### config.mk
export PLATFORM = sky130hd
export DESIGN_NAME = six_port_io_config
export DESIGN_NICKNAME = d
export VERILOG_FILES = /design/src/hdl/six_port_io_pkg.sv /design/src/hdl/six_port_io_config.sv
export SDC_FILE = /design/constraint.sdc
export NUM_CORES = 1
export LEC_CHECK = 0
export BUFFER_PORTS_ARGS = -buffer_cell sky130_fd_sc_hd__buf_2
export CORE_UTILIZATION = 50
export DETAILED_ROUTE_END_ITERATION = 8
export HOLD_SLACK_MARGIN = 0.03
export PLACE_DENSITY = 0.77
export SYNTH_ARGS = -nofsm -noshare
export SYNTH_HDL_FRONTEND = slang
export SYNTH_SLANG_ARGS = --single-unit
export TNS_END_PERCENT = 10
### constraint.sdc
create_clock -name clk_i -period 3.45 [get_ports clk_i]
set_input_delay 0.1725 -clock clk_i [delete_from_list [all_inputs] [get_ports clk_i]]
set_output_delay 0.1725 -clock clk_i [all_outputs]
set_load 0.02 [all_outputs]
### src/hdl/six_port_io_pkg.sv
// Constants, capability masks and types for the six-port I/O block.
// Assumes a 50 MHz system clock and a 32-bit classic Wishbone register bus.
package six_port_io_pkg;

   localparam int PORT_COUNT = 6;
   localparam int PIN_COUNT = 48;

   // Register indices; the byte address is four times the index
   localparam logic [4:0] PORT_A_DATA = 5'h00;
   localparam logic [4:0] PORT_A_DIRECTION = 5'h01;
   localparam logic [4:0] PORT_A_OPTION = 5'h02;
   localparam logic [4:0] PORT_B_DATA = 5'h03;
   localparam logic [4:0] PORT_B_DIRECTION = 5'h04;
   localparam logic [4:0] PORT_B_OPTION = 5'h05;
   localparam logic [4:0] PORT_C_DATA = 5'h06;
   localparam logic [4:0] PORT_C_DIRECTION = 5'h07;
   localparam logic [4:0] PORT_C_OPTION = 5'h08;
   localparam logic [4:0] PORT_D_DATA = 5'h09;
   localparam logic [4:0] PORT_D_DIRECTION = 5'h0a;
   localparam logic [4:0] PORT_D_OPTION = 5'h0b;
   localparam logic [4:0] PORT_E_DATA = 5'h0c;
   localparam logic [4:0] PORT_E_DIRECTION = 5'h0d;
   localparam logic [4:0] PORT_E_OPTION = 5'h0e;
   localparam logic [4:0] PORT_F_DATA = 5'h0f;
   localparam logic [4:0] PORT_F_DIRECTION = 5'h10;
   localparam logic [4:0] PORT_F_OPTION = 5'h11;
   localparam logic [4:0] IRQ_STATUS = 5'h12;
   localparam logic [4:0] IRQ_MASK = 5'h13;
   localparam logic [4:0] LAST_PORT_REG = PORT_F_OPTION;

   // Kind of a port register within its group of three
   localparam logic [1:0] KIND_DATA = 2'h0;
   localparam logic [1:0] KIND_DIRECTION = 2'h1;
   localparam logic [1:0] KIND_OPTION = 2'h2;

   localparam logic [7:0] PORT_RESET = 8'h00;
   localparam logic [3:0] GROUP_RESET = 4'h0;

   // Pin n of port p sits at bit 8*p+n of these masks
   localparam logic [47:0] IRQ_CAPABLE = 48'h0000_D306_3FFF;
   localparam logic [47:0] NO_PULL_UP = 48'h0000_9204_2AAA;
   localparam int CAN_PIN = 20;
   localparam logic [47:0] GROUP_A_PINS = 48'h0000_0000_00FF;
   localparam logic [47:0] GROUP_B_PINS = 48'h0000_0000_3F00;
   localparam logic [47:0] GROUP_C_PINS = 48'h0000_0006_0000;
   localparam logic [47:0] GROUP_D_PINS = 48'h0000_D300_0000;

   // Drive of all pads, one bit per pin
   typedef struct packed {
      logic [47:0] out;
      logic [47:0] oe;
      logic [47:0] pull_up;
   } pad_ctl_type;

endpackage : six_port_io_pkg

### src/hdl/six_port_io_config.sv
// Six 8-bit I/O ports with mode decode, four external interrupt groups and
// a classic Wishbone register slave. Pad inputs are synchronous to clk_i;
// pads resolve level from out, oe and pull_up outside this block.
//
// What this block does
// - Standard pins: direction/option pick four modes
// - Pull-up irq pins: dir0 opt1 pull-up interrupt
// - No-pull irq pins: dir0 opt1 floating interrupt
// - CAN pin never general output; else pull-up
// - CAN pin data readable even when direction 1
// - CAN transmit selected drives push-pull
// - Interrupt pins map onto four fixed groups
// - Wait leaves pins alone; interrupt wakes
// - Halt leaves pins alone; interrupt wakes
// - Interrupt needs irq mode and cleared mask
// - CPU requests: no event flag, enabled by direction/option only
// - Data, direction, option per port; reset zero
// - Bit n controls pin n of port
// - Input data read returns pin level
// - Output writes drive latch; read returns latch
// - Request latch hidden, cleared on vector fetch
//
// Chosen here: the Wishbone slave port.
`timescale 1ns/10ps
// Register map, one byte register per 32-bit word:
//   index 0x00..0x11  data, direction, option of ports A..F in turn
//   index 0x12        sticky group status, write one to clear
//   index 0x13        group mask for irq_o
//   anything else     reads zero, writes ignored
// Pad encoding per pin, registered so pads move one edge after a write:
//   push-pull   oe 1, out from the data latch
//   open-drain  out 0, oe high while the latch holds 0
//   input       oe 0, pull_up from the option bit where a pull-up exists
// Interrupt path: a falling edge on a pin in interrupt-input mode sets
// the hidden group latch and the sticky status bit on the next edge.
// The latch is cleared only by a vector fetch pulse and is never read;
// the status register is a separate software view with its own clear.
// Limitations the user must know:
//   edge sensitivity is fixed to falling; there is no sensitivity select
//   the global CPU mask gates the request lines, never the latch, so a
//   request taken while masked appears as soon as the mask is cleared
//   mode changes outside the safe sequence can raise spurious requests
// Bus timing, classic Wishbone single cycle:
//   edge 0  master raises cyc, stb, we, adr and data
//   edge 1  ack_o rises; read data is already on dat_o
//   edge 2  a write lands in its register; ack_o falls
//   the request must drop after the ack edge; a request held on
//   past that edge is seen as a new one and acked again
// Pin numbering: pin n of port p is bit 8*p+n of every 48-bit bus,
// port A being 0 and port F being 5.
// Shared CAN pin: pin 4 of port C. With the CAN transmitter enabled it is
// a push-pull output fed from can_transmit_output_i; otherwise it is a
// pull-up input whatever its port bits say. Its data bit always reads the
// pin, so software sees the transmitted level while CAN is active.
// Low power: wait_mode_i and halt_mode_i never touch the pads; they only
// qualify wake_o, which rises while a group request is pending and the
// CPU mask is clear.
// Interrupt groups:
//   group a  all eight pins of port A
//   group b  pins 0 to 5 of port B
//   group c  pins 1 and 2 of port C
//   group d  pins 0, 1, 4, 6 and 7 of port D
// Reset: synchronous, active high; every register, the pads, ack_o and
// dat_o go to zero, and so do all request outputs.
module six_port_io_config
(
   input wire logic clk_i,
   input wire logic rst_i,
   // Classic Wishbone slave
   input wire logic cyc_i,
   input wire logic stb_i,
   input wire logic we_i,
   input wire logic [7:0] adr_i,
   input wire logic [3:0] sel_i,
   input wire logic [31:0] dat_i,
   output logic [31:0] dat_o,
   output logic ack_o,
   // Pads
   input wire logic [47:0] pin_in_i,
   output six_port_io_pkg::pad_ctl_type pads_o,
   // CAN transmitter on the shared pin
   input wire logic can_enable_i,
   input wire logic can_transmit_output_i,
   // CPU side
   input wire logic cpu_irq_masked_i,
   input wire logic [3:0] vector_fetch_i,
   input wire logic wait_mode_i,
   input wire logic halt_mode_i,
   output logic ext_irq_group_a_o,
   output logic ext_irq_group_b_o,
   output logic ext_irq_group_c_o,
   output logic ext_irq_group_d_o,
   output logic wake_o,
   output logic irq_o
);

   // Port number of a port register index
   function automatic logic [2:0] reg_port(input logic [4:0] idx);
      logic [4:0] q;
      // Only used for indices up to 0x11, so three bits hold the result
      q = idx / 5'd3;
      reg_port = q[2:0];
   endfunction : reg_port

   // Data, direction or option for a port register index
   function automatic logic [1:0] reg_kind(input logic [4:0] idx);
      logic [4:0] r;
      r = idx % 5'd3;
      reg_kind = r[1:0];
   endfunction : reg_kind

   // Port register file, one byte per port and kind
   logic [5:0][7:0] port_data;
   logic [5:0][7:0] port_direction;
   logic [5:0][7:0] port_option;
   logic [5:0][7:0] next_port_data;
   logic [5:0][7:0] next_port_direction;
   logic [5:0][7:0] next_port_option;
   // Status and mask of the four groups
   logic [3:0] irq_status;
   logic [3:0] irq_mask;
   logic [3:0] next_irq_status;
   logic [3:0] next_irq_mask;
   logic [3:0] group_latch;
   logic [3:0] next_group_latch;
   // Pin levels one cycle back, for the falling edge detector
   logic [47:0] pin_prev;
   logic [31:0] next_dat;
   logic next_ack;
   six_port_io_pkg::pad_ctl_type next_pads;
   // Flat 48-bit views of the port registers, bit 8*p+n per pin
   logic [47:0] data_flat;
   logic [47:0] dir_flat;
   logic [47:0] opt_flat;
   logic [47:0] irq_select;
   logic [47:0] pin_event;
   logic [3:0] group_event;
   // Decoded bus access
   logic [4:0] reg_idx;
   logic [2:0] acc_port;
   logic [1:0] acc_kind;
   logic wr_stb;
   logic [7:0] read_back;

   assign data_flat = port_data;
   assign dir_flat = port_direction;
   assign opt_flat = port_option;
   assign reg_idx = adr_i[6:2];
   assign acc_port = reg_port(reg_idx);
   assign acc_kind = reg_kind(reg_idx);
   // A write takes effect on the edge at which ack is sampled high; gating with
   // ack_o writes once per ack; a request held too long is acked again and writes again
   assign wr_stb = cyc_i && stb_i && we_i && ack_o && sel_i[0] && (adr_i[7] == 1'b0);

   // Interrupt input mode: direction 0, option 1, on capable pins only
   assign irq_select = ~dir_flat & opt_flat & six_port_io_pkg::IRQ_CAPABLE;
   // Falling edge on a pin selected as interrupt input; pin_prev clears
   // to zero in reset, so leaving reset can never look like a fall
   assign pin_event = pin_prev & ~pin_in_i & irq_select;

   // Group requests are the OR of their pins; pins outside every group
   // are masked off here even if their mode bits say interrupt
   always_comb
   begin
      group_event[0] = |(pin_event & six_port_io_pkg::GROUP_A_PINS);
      group_event[1] = |(pin_event & six_port_io_pkg::GROUP_B_PINS);
      group_event[2] = |(pin_event & six_port_io_pkg::GROUP_C_PINS);
      group_event[3] = |(pin_event & six_port_io_pkg::GROUP_D_PINS);
   end

   // Pad drive per pin from direction, option and data latch.
   // Open drain lets the pin float high when the latch holds 1, so the
   // outside pull-up decides the level; the block never drives a 1 there.
   // The CAN pin override comes last so it beats any port setting.
   always_comb
   begin
      for (int i = 0; i < six_port_io_pkg::PIN_COUNT; i++)
      begin
         if (dir_flat[i] && opt_flat[i])
         begin
            next_pads.out[i] = data_flat[i];
            next_pads.oe[i] = 1'b1;
            next_pads.pull_up[i] = 1'b0;
         end
         else if (dir_flat[i])
         begin
            next_pads.out[i] = 1'b0;
            next_pads.oe[i] = ~data_flat[i];
            next_pads.pull_up[i] = 1'b0;
         end
         else
         begin
            next_pads.out[i] = 1'b0;
            next_pads.oe[i] = 1'b0;
            next_pads.pull_up[i] = opt_flat[i] & ~six_port_io_pkg::NO_PULL_UP[i];
         end
      end
      // Shared CAN pin overrides the port bits
      if (can_enable_i)
      begin
         next_pads.out[six_port_io_pkg::CAN_PIN] = can_transmit_output_i;
         next_pads.oe[six_port_io_pkg::CAN_PIN] = 1'b1;
         next_pads.pull_up[six_port_io_pkg::CAN_PIN] = 1'b0;
      end
      else
      begin
         next_pads.out[six_port_io_pkg::CAN_PIN] = 1'b0;
         next_pads.oe[six_port_io_pkg::CAN_PIN] = 1'b0;
         next_pads.pull_up[six_port_io_pkg::CAN_PIN] = 1'b1;
      end
   end

   // Pads registered; wait and halt inputs deliberately do not touch them.
   // Reset holds every pad undriven with no pull-up while rst_i is high; the
   // pull-up on the CAN pin appears on the first edge out of reset.
   always_ff @(posedge clk_i)
   begin
      if (rst_i)
      begin
         pads_o <= '0;
         pin_prev <= '0;
      end
      else
      begin
         pads_o <= next_pads;
         pin_prev <= pin_in_i;
      end
   end

   // Read value of the addressed register
   // Unmapped and upper-half addresses read zero
   always_comb
   begin
      read_back = 8'h00;
      if (reg_idx <= six_port_io_pkg::LAST_PORT_REG)
      begin
         case (acc_kind)
            six_port_io_pkg::KIND_DATA:
            begin
               for (int b = 0; b < 8; b++)
               begin
                  // Output reads the latch, input reads the pin
                  if (port_direction[acc_port][b])
                     read_back[b] = port_data[acc_port][b];
                  else
                     read_back[b] = pin_in_i[8 * acc_port + b];
               end
               if (acc_port == 3'd2)
                  read_back[4] = pin_in_i[six_port_io_pkg::CAN_PIN];
            end
            six_port_io_pkg::KIND_DIRECTION: read_back = port_direction[acc_port];
            six_port_io_pkg::KIND_OPTION: read_back = port_option[acc_port];
            default: read_back = 8'h00;
         endcase
      end
      else if (reg_idx == six_port_io_pkg::IRQ_STATUS)
         read_back = {4'h0, irq_status};
      else if (reg_idx == six_port_io_pkg::IRQ_MASK)
         read_back = {4'h0, irq_mask};
      else
         read_back = 8'h00;
      if (adr_i[7])
         read_back = 8'h00;
   end

   // Wishbone answer: ack one cycle after the request, dropped after one
   always_comb
   begin
      next_ack = cyc_i && stb_i && !ack_o;
      next_dat = dat_o;
      if (next_ack)
         next_dat = {24'h00_0000, read_back};
   end

   // Ack and read data registered; dat_o keeps the value of the last acked access, read or write
   always_ff @(posedge clk_i)
   begin
      if (rst_i)
      begin
         ack_o <= 1'b0;
         dat_o <= 32'h0000_0000;
      end
      else
      begin
         ack_o <= next_ack;
         dat_o <= next_dat;
      end
   end

   // Port register writes
   // Only byte lane 0 carries a register; other lanes are ignored
   always_comb
   begin
      next_port_data = port_data;
      next_port_direction = port_direction;
      next_port_option = port_option;
      if (wr_stb && (reg_idx <= six_port_io_pkg::LAST_PORT_REG))
      begin
         case (acc_kind)
            six_port_io_pkg::KIND_DATA: next_port_data[acc_port] = dat_i[7:0];
            six_port_io_pkg::KIND_DIRECTION: next_port_direction[acc_port] = dat_i[7:0];
            six_port_io_pkg::KIND_OPTION: next_port_option[acc_port] = dat_i[7:0];
            default: next_port_data = port_data;
         endcase
      end
   end

   // Port registers; a write lands on the edge at which ack is high
   always_ff @(posedge clk_i)
   begin
      if (rst_i)
      begin
         port_data <= {6{six_port_io_pkg::PORT_RESET}};
         port_direction <= {6{six_port_io_pkg::PORT_RESET}};
         port_option <= {6{six_port_io_pkg::PORT_RESET}};
      end
      else
      begin
         port_data <= next_port_data;
         port_direction <= next_port_direction;
         port_option <= next_port_option;
      end
   end

   // Hidden request latches and the sticky status with mask.
   // Status clear by software and a new event in one cycle: the event
   // wins, so no request is ever lost to a late clear.
   always_comb
   begin
      // Vector fetch clears; a new event in the same cycle wins
      next_group_latch = (group_latch & ~vector_fetch_i) | group_event;
      next_irq_mask = irq_mask;
      next_irq_status = irq_status;
      if (wr_stb && (reg_idx == six_port_io_pkg::IRQ_MASK))
         next_irq_mask = dat_i[3:0];
      if (wr_stb && (reg_idx == six_port_io_pkg::IRQ_STATUS))
         next_irq_status = irq_status & ~dat_i[3:0];
      next_irq_status = next_irq_status | group_event;
   end

   // Group latches, status and mask; all clear in reset
   always_ff @(posedge clk_i)
   begin
      if (rst_i)
      begin
         group_latch <= six_port_io_pkg::GROUP_RESET;
         irq_status <= six_port_io_pkg::GROUP_RESET;
         irq_mask <= six_port_io_pkg::GROUP_RESET;
      end
      else
      begin
         group_latch <= next_group_latch;
         irq_status <= next_irq_status;
         irq_mask <= next_irq_mask;
      end
   end

   // Requests to the CPU, gated by its global mask
   assign ext_irq_group_a_o = group_latch[0] & ~cpu_irq_masked_i;
   assign ext_irq_group_b_o = group_latch[1] & ~cpu_irq_masked_i;
   assign ext_irq_group_c_o = group_latch[2] & ~cpu_irq_masked_i;
   assign ext_irq_group_d_o = group_latch[3] & ~cpu_irq_masked_i;
   // Any pending request ends wait or halt while the CPU mask is clear
   assign wake_o = (wait_mode_i | halt_mode_i) & (|group_latch) & ~cpu_irq_masked_i;
   // Software-visible interrupt, independent of the CPU mask
   assign irq_o = |(irq_status & irq_mask);

endmodule : six_port_io_config

==> impl_metrics.json, run 1 <==
{
  "leakagePower_nw": 7.68,
  "crit_chain": "buf_2 > ha_4 > nor4b_2 > a2111oi_0 > a311o_1 > ha_2 > or3_1 > a211oi_2 > buf_4 > o21a_4 > buf_4 > mux2i_1 > o32ai_1 > a21boi_1 > o31a_1",
  "cts.sink_count": 319,
  "clock-root-buffer": "clkbuf_16",
  "dieWidth_um": 169,
  "cts_buffer_depth": 3,
  "synth-edff-count": 0,
  "hold_class": "primary input to flip-flop",
  "worst-path-max-fanout": 11,
  "drive_gt1_share_pct": 24.4,
  "ys_ff_latch": 319,
  "dr.pass1.iters": 5,
  "synth_top_area_share_pct": 45.8,
  "port-buffer-count": 224,
  "startpoint_type": "primary input",
  "cpMostUsedCell": "buf_4",
  "place_congestion": 1.01,
  "grt_usage_pct": 31.1,
  "dp.cells": 2074,
  "post-dp-hpwl_um": 32600,
  "cts.clk_slew.worst_paths_ns": 0.06,
  "io_pins": 289,
  "fin_worst_skew_ns": 0.00887,
  "post-cts-setup-buffers": 0,
  "critical_path_class": "primary input to flip-flop",
  "regArea_sq_um": 6390,
  "slew_violations": 0,
  "n_antenna_cell": 0,
  "synth_flop_cell": "dfxtp_1",
  "rr_worst_depth": 9,
  "synth_most_common_cell": "dfxtp_1",
  "max_stage_delay_ns": 0.38,
  "setup_tns_ns": 0,
  "wl_per_cell_um": 20.9,
  "fmax_mhz": 319,
  "layoutNonFillerInstCount": 2161,
  "synth_area_leaders": "dfxtp_1, mux2i_1, nor3b_1, nand2_1, and4b_1",
  "antenna_found_initial": 0,
  "fp-row-count": 60,
  "cp.buffers_inverters": 3,
  "cp-end-kind": "flip-flop",
  "cap_violations": 0,
  "hold_viol": 0,
  "crit_cells": 15,
  "multiInputGateArea_sq_um": 6960,
  "overflow": 0,
  "antenna_left": 0,
  "layout.nets": 1875,
  "drc_errors": 0,
  "synth_common_cells": "dfxtp_1, nand2_1, mux2i_1",
  "cts_tree": "built",
  "period_needed_ns": 3.13,
  "tightest_slew_ns": 0.928,
  "drt-initial-drc-count": 1347,
  "ys_warn_count": 0,
  "synth_area_sq_um": 13900,
  "synth.largest_area_cell": "dfxtp_1",
  "synthCells": 1476,
  "coreArea_sq_um": 27200,
  "start_util_pct": 51.3,
  "timing.hold.ws_ns": 0.0605,
  "fill_cells": 2277,
  "grt_max_degree": 196,
  "setup_viol": 0,
  "slowest_stage": "or3_1",
  "die_area_sq_um": 28600,
  "peakVddDrop_uv": 330,
  "grt_first_pass_wirelength_um": 68000,
  "die_h_um": 169,
  "synthToLayoutAreaGrowth_pct": 24.5,
  "rsz0062_at_grt": "no",
  "htreeDepth": 2,
  "power.density_nw_per_um2": 489,
  "fin_crit_sh_pct": 90.8,
  "total_power_w": 0.00849,
  "yosys.cell_types.count": 93,
  "cp.required_ns": 3.87,
  "grt_pass1_vias": 11700,
  "whs_path_depth": 2,
  "max_slew_margin_pct": 37.5,
  "vias": 12600,
  "syn_area_per_cell_sq_um": 9.45,
  "clkLatencyLatePin_ns": 0.52,
  "numCtsBuffers": 35,
  "wl_um": 45300,
  "cp_top_family": "compound AO/OA/AOI/OAI gates",
  "vias_per_cell": 5.81,
  "status": "complete, no violations",
  "async_flop_share_pct": 0,
  "ctsResizeCount": 0,
  "arrival_ns": 3.55,
  "ys_seq_area_share_pct": 45.8
}
worst register-to-register path, delay by kind of cell (launching register included):
kind | cells | cell delay (ns)
AOI/OAI and AO/OA | 3 | 0.48
buffers and inverters | 1 | 0.18
DFF | 1 | 0.31
and+or+nand+nor | 5 | 1.23
path summary, 6_finish.rpt:
kind / startpoint / end / slack (ns)
setup / recovery: adr_i[5] / dat_o[0] / 0.32
hold / removal: rst_i / group_latch[1] / 0.06
setup reg to reg: ack_o / dat_o[7] / 1.20
hold reg to reg: irq_status[3] / irq_status[3] / 0.48
timing repair:
action,CTS,global route
hold buffers,27,0
hold endpoints to repair,28,0
endpoints found under the setup margin,0,0
through the flow:
stage / util, % / area, sq um / setup slack [ns]
final: 63.9 / 17400 / 0.316
after CTS: 63.9 / 17400 / 0.389
after global placement: 58.7 / 16000 / -0.116
after floorplan: - / 14200 / -0.0772
after global routing: 63.9 / 17400 / 0.147
after detailed placement: 58.7 / 16000 / -0.143
power by group:
part / total, W / internal (W) / switching, W / leakage, nW
sequential: 0.00371 / 0.00370 / 0.00000894 / 2.58
combinational: 0.00112 / 0.000432 / 0.000687 / 4.55
clock: 0.00366 / 0.00213 / 0.00154 / 0.557
area by class of cell:
| cell class | instances | share of cell area [%] |
|---|---|---|
| Clock buffer | 43 | 5.45 |
| Clock inverter | 17 | 1.07 |
| Inverter | 10 | 0.216 |
| Multi-Input combinational cell | 1045 | 40.1 |
| Sequential cell | 319 | 36.8 |
| Tap cell | 372 | 2.68 |
| Timing Repair Buffer | 355 | 13.7 |
flip-flops by register name, summed over array words and instances, names as in the netlist, 4 cells and up:
signal,flops
dat_o,8
data_flat,48
dir_flat,48
group_latch,4
irq_mask,4
irq_status,4
opt_flat,48
pads_o,133
pin_prev,21
cell usage in the layout, fill, tap and decap left out, drive strengths merged, types with 6 or more instances in the layout:
cell type and n:
a21oi 78, a221oi 6, a311oi 8, a32oi 9, and2 7, and3 9
and4b 48, buf 327, clkbuf 44, clkinv 11, conb 35, dfxtp 319
dlygate4sd3 27, inv 12, mux2i 134, nand2 149, nand2b 6, nand3 65
nor2 132, nor2b 76, nor3 19, nor3b 88, nor4 6, nor4bb 21
o21ai 43, o221ai 9, o22ai 9, or3 6
per-layer routing:
| metal | routed length, um | global-route usage, % |
|---|---|---|
| met5 | 0 | 0 |
| met4 | 1770 | 12.9 |
| met3 | 3590 | 4.54 |
| met2 | 20300 | 49.1 |
| met1 | 19600 | 42.6 |
logic make-up (layout without fill, tap and decap cells):
| family | count (synthesis) | after routing | synth area share [%] |
|---|---|---|---|
| adders and majority gates | 3 | 3 | 0.269 |
| buffers and inverters | 146 | 425 | 5.72 |
| xor gates and xnor gates | 1 | 1 | 0.0628 |
| other | 1 | 35 | 0.0269 |
| AOI/OAI and AO/OA | 224 | 224 | 11.2 |
| muxes | 136 | 136 | 9.87 |
| and+or+nand+nor | 646 | 646 | 27.1 |
| DFF | 319 | 319 | 45.8 |
(Power assumes the default switching activity.)
==> inputs of run 2 (changes only) <==
Settings changed: GPL_TIMING_DRIVEN set to 0.
==> run 2 against run 1 <==
The flow now finishes with violations (DRC). Maximum frequency fell by 6.7%. Power rose by 1.6%. Worst setup slack got worse by 0.23 ns. Die area did not move. Register-to-register slack got worse by 0.43 ns. Critical path depth rose by 1. Sequential share of layout area fell by 0.75 points. Non-clock buffer count rose by 57. Critical path type unchanged. Largest power group unchanged. Highest routed layer unchanged.
==> impl_metrics.json, run 2 (synthesized netlist as in run 1, its figures left out) <==
{
  "htreeDepth": 1,
  "grt_max_degree": 17,
  "coreArea_sq_um": 27200,
  "vias_per_cell": 6.04,
  "start_util_pct": 51.3,
  "dr.pass1.iters": 7,
  "max_slew_margin_pct": 14.4,
  "m1WireLength_um": 24500,
  "utilization_pct": 65.2,
  "vias": 13400,
  "cts_buffer_depth": 3,
  "layout_commonest_cell": "dfxtp_1",
  "port-buffer-count": 215,
  "peakVddDrop_uv": 365,
  "power.density_nw_per_um2": 487,
  "cp-end-kind": "flip-flop",
  "wl_per_cell_um": 26.7,
  "overflow": 0,
  "post-dp-hpwl_um": 43300,
  "die_h_um": 169,
  "worstHoldStart": "pin_in_i[20]",
  "cap_violations": 0,
  "antenna_found_initial": 1,
  "slew_violations": 0,
  "leakagePower_nw": 7.75,
  "fmax_mhz": 298,
  "grt_usage_pct": 40.5,
  "total_power_w": 0.00863,
  "cts.sink_count": 319,
  "grt_pass1_vias": 12700,
  "period_needed_ns": 3.36,
  "largest_reg_flops": 133,
  "fin_worst_skew_ns": 0.0148,
  "drt-initial-drc-count": 1565,
  "status": "complete, but fails checks",
  "worst-path-max-fanout": 9,
  "startpoint_type": "primary input",
  "dr_wl_met3_um": 5910,
  "hold_class": "primary input to flip-flop",
  "numCtsBuffers": 31,
  "routed-wl-met2_um": 25700,
  "clock-root-buffer": "clkbuf_16",
  "cts_tree": "built",
  "setup_viol": 0,
  "clkLatencyLatePin_ns": 0.59,
  "arrival_ns": 3.79,
  "antenna_left": 0,
  "rsz0062_at_grt": "no",
  "grt_first_pass_wirelength_um": 83600,
  "hold_viol": 0,
  "place_congestion": 1.02,
  "drive_gt1_share_pct": 24.9,
  "die_area_sq_um": 28600,
  "dieWidth_um": 169,
  "reg2reg_from": "ack_o",
  "final_cell_mix": "dfxtp_1, buf_2, nand2_1",
  "wl_um": 59300,
  "violations": "DRC",
  "io_pins": 289,
  "crit_start": "adr_i[6]",
  "fin_crit_sh_pct": 97.4,
  "tightest_slew_ns": 1.27,
  "fp-row-count": 60,
  "drc_errors": 2,
  "top_layer_used": "met4",
  "cp.required_ns": 3.88,
  "regMostFlops": "pads_o",
  "layout.nets": 1929,
  "timing.hold.ws_ns": 0.0542,
  "synthToLayoutAreaGrowth_pct": 27.1,
  "cts.clk_slew.worst_paths_ns": 0.08,
  "critical_path_class": "primary input to flip-flop"
}
## run 2: power by group
group	total (W)	switching [W]	internal [W]
Combinational	0.00140	0.000922	0.000473
Sequential	0.00371	0.00000765	0.00370
Clock	0.00352	0.00150	0.00202
Total	0.00863	0.00243	0.00620
## run 2: final cells by class
class	instances	area, sq um
multi-input cells	1046	7260
repair buffers	277	1660
plain buffers	135	850
clock buffers	47	936
flip-flops and latches	319	6390
well taps	372	465
fillers	2241	9450
diodes	2	5.00
inverters	10	37.5
clock inverters	10	123
## run 2: routing by layer
metal | up-vias | track usage [%]
li1 | 5899 | -
met1 | 6461 | 54.7
met2 | 879 | 62.7
met3 | 162 | 7.01
met4 | 0 | 19.7
met5 | - | 0
## run 2: what timing repair did
action / CTS / global route
pin swaps: 18 / 21
setup endpoints to repair: 151 / 152
gates resized for setup: 65 / 21
cloned: 1 / 1
buffers inserted: 22 / 12
hold buffers: 28 / 0
hold endpoints to repair: 29 / 0
## run 2: final timing paths
kind	end	slack [ns]	cells after the start
max	opt_flat[32]	0.09	16
min	dat_o[4]	0.05	4
max reg2reg	dat_o[7]	0.77	10
min reg2reg	dir_flat[20]	0.47	2
## run 2: critical path, stage by stage
cell	delay [ns]
buf_2	0.23
ha_4	0.26
buf_4	0.14
inv_1	0.10
a2111oi_2	0.08
a311o_2	0.37
ha_4	0.18
or3_4	0.37
a211oi_4	0.28
buf_6	0.18
a22o_1	0.13
a211o_2	0.27
nand2_4	0.10
nor3_4	0.57
mux2i_1	0.28
nor2_1	0.06
## run 2: metrics by stage
step | instances | area, sq um | setup slack, ns | setup TNS, ns
after floorplan | 1510 | 14200 | -0.0772 | -2.05
after global placement | 2097 | 15700 | -1.27 | -135.00
after detailed placement | 2097 | 15700 | -1.24 | -135.91
after CTS | 2205 | 17500 | -0.0883 | -0.336
after global routing | 2216 | 17700 | 0.0178 | 0
final | 2218 | 17700 | 0.0906 | 0
==> inputs of run 3 (changes only) <==
Settings changed: CELL_PAD_IN_SITES_DETAIL_PLACEMENT set to 0, CELL_PAD_IN_SITES_GLOBAL_PLACEMENT set to 2, CORE_UTILIZATION 50 to 30, PLACE_DENSITY 0.77 to unset, PLACE_DENSITY_LB_ADDON set to 0.1.
==> run 3 against run 2 <==
The run now ends clean. Via count down 3.5%. Power up 6.2%. Non-clock buffer count up 2. Clock power up 13%. Final cell count up 11%. Critical path type unchanged.
==> impl_metrics.json, run 3 (synthesized netlist as in run 1, its figures left out) <==
{
  "cts.sink_count": 319,
  "clock-root-buffer": "clkbuf_16",
  "port-buffer-count": 215,
  "htreeDepth": 2,
  "clkLatencyLatePin_ns": 0.56,
  "vias_per_cell": 5.28,
  "die_area_sq_um": 47300,
  "overflow": 0,
  "grt_first_pass_wirelength_um": 93600,
  "die_h_um": 218,
  "post-dp-hpwl_um": 51000,
  "final_cell_mix": "dfxtp_1, buf_2, nand2_1",
  "antenna_found_initial": 1,
  "power.density_nw_per_um2": 498,
  "max_slew_margin_pct": 10.4,
  "fp-row-count": 78,
  "grt_pass1_vias": 12200,
  "cts_tree": "built",
  "use_met3_pct": 4.66,
  "drt-initial-drc-count": 1179,
  "rsz0062_at_grt": "yes",
  "cap_violations": 0,
  "io_pins": 289,
  "start_util_pct": 30.6,
  "grt_max_degree": 14,
  "met1_usage_pct": 38.8,
  "antenna_left": 0,
  "setup_viol": 0,
  "numCtsBuffers": 37,
  "layout_commonest_cell": "dfxtp_1",
  "pre_cts_ws_ns": -1.32,
  "hold_viol": 0,
  "grt_busiest_layer": "met2",
  "max_stage_delay_ns": 0.37,
  "period_needed_ns": 3.41,
  "vias": 12900,
  "slew_violations": 0,
  "leakagePower_nw": 7.88,
  "cts.clk_slew.worst_paths_ns": 0.06,
  "dp.cells": 2325,
  "worst-path-max-fanout": 8,
  "status": "complete, no violations",
  "critical_path_class": "primary input to flip-flop",
  "fin_worst_skew_ns": 0.0209,
  "fin_crit_sh_pct": 98.8,
  "met2_usage_pct": 45.0,
  "setup_ws_ns": 0.0427,
  "synthToLayoutAreaGrowth_pct": 32.1,
  "wl_per_cell_um": 28.0,
  "crit_chain": "buf_8 > buf_6 > clkbuf_2 > ha_4 > nor4b_4 > a2111oi_2 > a311o_2 > ha_4 > or3_4 > a211oi_4 > buf_4 > a31o_4 > mux2i_4 > and2_4 > buf_12 > nand3_4 > mux2i_1 > nor2_1",
  "dr.pass1.iters": 5,
  "setup_tns_ns": 0,
  "utilization_pct": 40.4,
  "dieWidth_um": 218,
  "fmax_mhz": 293,
  "tightest_slew_ns": 1.34,
  "wl_um": 68600,
  "layoutNonFillerInstCount": 2451,
  "cp.buffers_inverters": 5,
  "largest_reg_flops": 133,
  "grt_usage_pct": 28.3,
  "regMostFlops": "pads_o",
  "cpMostUsedCell": "ha_4",
  "place_congestion": 0.905,
  "peakVddDrop_uv": 289,
  "coreArea_sq_um": 45600,
  "cp_top_family": "simple AND/OR/NAND/NOR gates",
  "drc_errors": 0,
  "cp-end-kind": "flip-flop",
  "drive_gt1_share_pct": 26.3,
  "layout.nets": 1936,
  "cts_buffer_depth": 3,
  "total_power_w": 0.00917,
  "startpoint_type": "primary input",
  "slowest_stage": "a311o_2",
  "arrival_ns": 3.82,
  "cp.required_ns": 3.86,
  "hold_class": "primary input to flip-flop"
}
==> run 3: cell types whose count changed in the layout (fill, tap and decap cells not counted), sizes merged <==
cell / before / now
o211ai: 6 / 5
dlygate4sd3: 28 / 27
clkdlybuf4s15: 0 / 1
inv: 11 / 12
diode: 2 / 1
clkinvlp: 3 / 2
bufinv: 2 / 3
clkbuf: 112 / 116
clkinv: 4 / 6
==> run 3: timing repair <==
| action | in CTS | in global routing |
|---|---|---|
| hold endpoints to repair | 28 | 0 |
| gates resized for setup | 93 | 35 |
| setup endpoints to repair | 152 | 144 |
| setup buffers | 19 | 13 |
| hold buffers | 27 | 0 |
| cloned | 4 | 1 |
| pin swaps | 32 | 16 |
==> run 3: report_power, final <==
part           internal [W]  switching, W  total [W]
Combinational      0.000529      0.000959    0.00149
Sequential          0.00370    0.00000870    0.00371
Clock               0.00234       0.00162    0.00397
Total               0.00658       0.00259    0.00917
==> run 3: routing by layer <==
metal / part of all wire (%) / vias to the layer above
li1: - / 5937
met5: 0.17 / -
met2: 46 / 453
met3: 5.5 / 111
met1: 45 / 6430
met4: 3.4 / 2
==> run 3: metrics by stage <==
stage / instance area (sq um) / hold WS (ns)
floorplan: 14200 / 0.245
global placement: 16000 / 0.344
detailed placement: 16000 / 0.344
CTS: 18200 / 0.0447
global route: 18400 / 0.0836
finish: 18400 / 0.0547
==> run 3: worst paths after layout <==
kind	startpoint	to	slack [ns]	depth (start not counted)
setup / recovery	adr_i[5]	data_flat[26]	0.04	18
hold / removal	adr_i[7]	dat_o[1]	0.05	4
setup reg to reg	ack_o	dir_flat[27]	0.75	8
hold reg to reg	dir_flat[20]	dir_flat[20]	0.47	2
==> run 3: tightest hold or removal path: stages <==
cell	delay (ns)
buf_2	0.09
nor2_1	0.08
o21ai_0	0.13
a221oi_2	0.08
==> run 3: layout make-up <==
class,count,area [sq um]
Timing Repair Buffer,278,1760
Multi-Input combinational cell,1045,7390
Inverter,10,37.5
Clock inverter,13,160
Sequential cell,319,6390
Tap cell,600,751
Buffer,136,885
Antenna cell,1,2.50
Fill cell,4638,27200
Clock buffer,49,1040
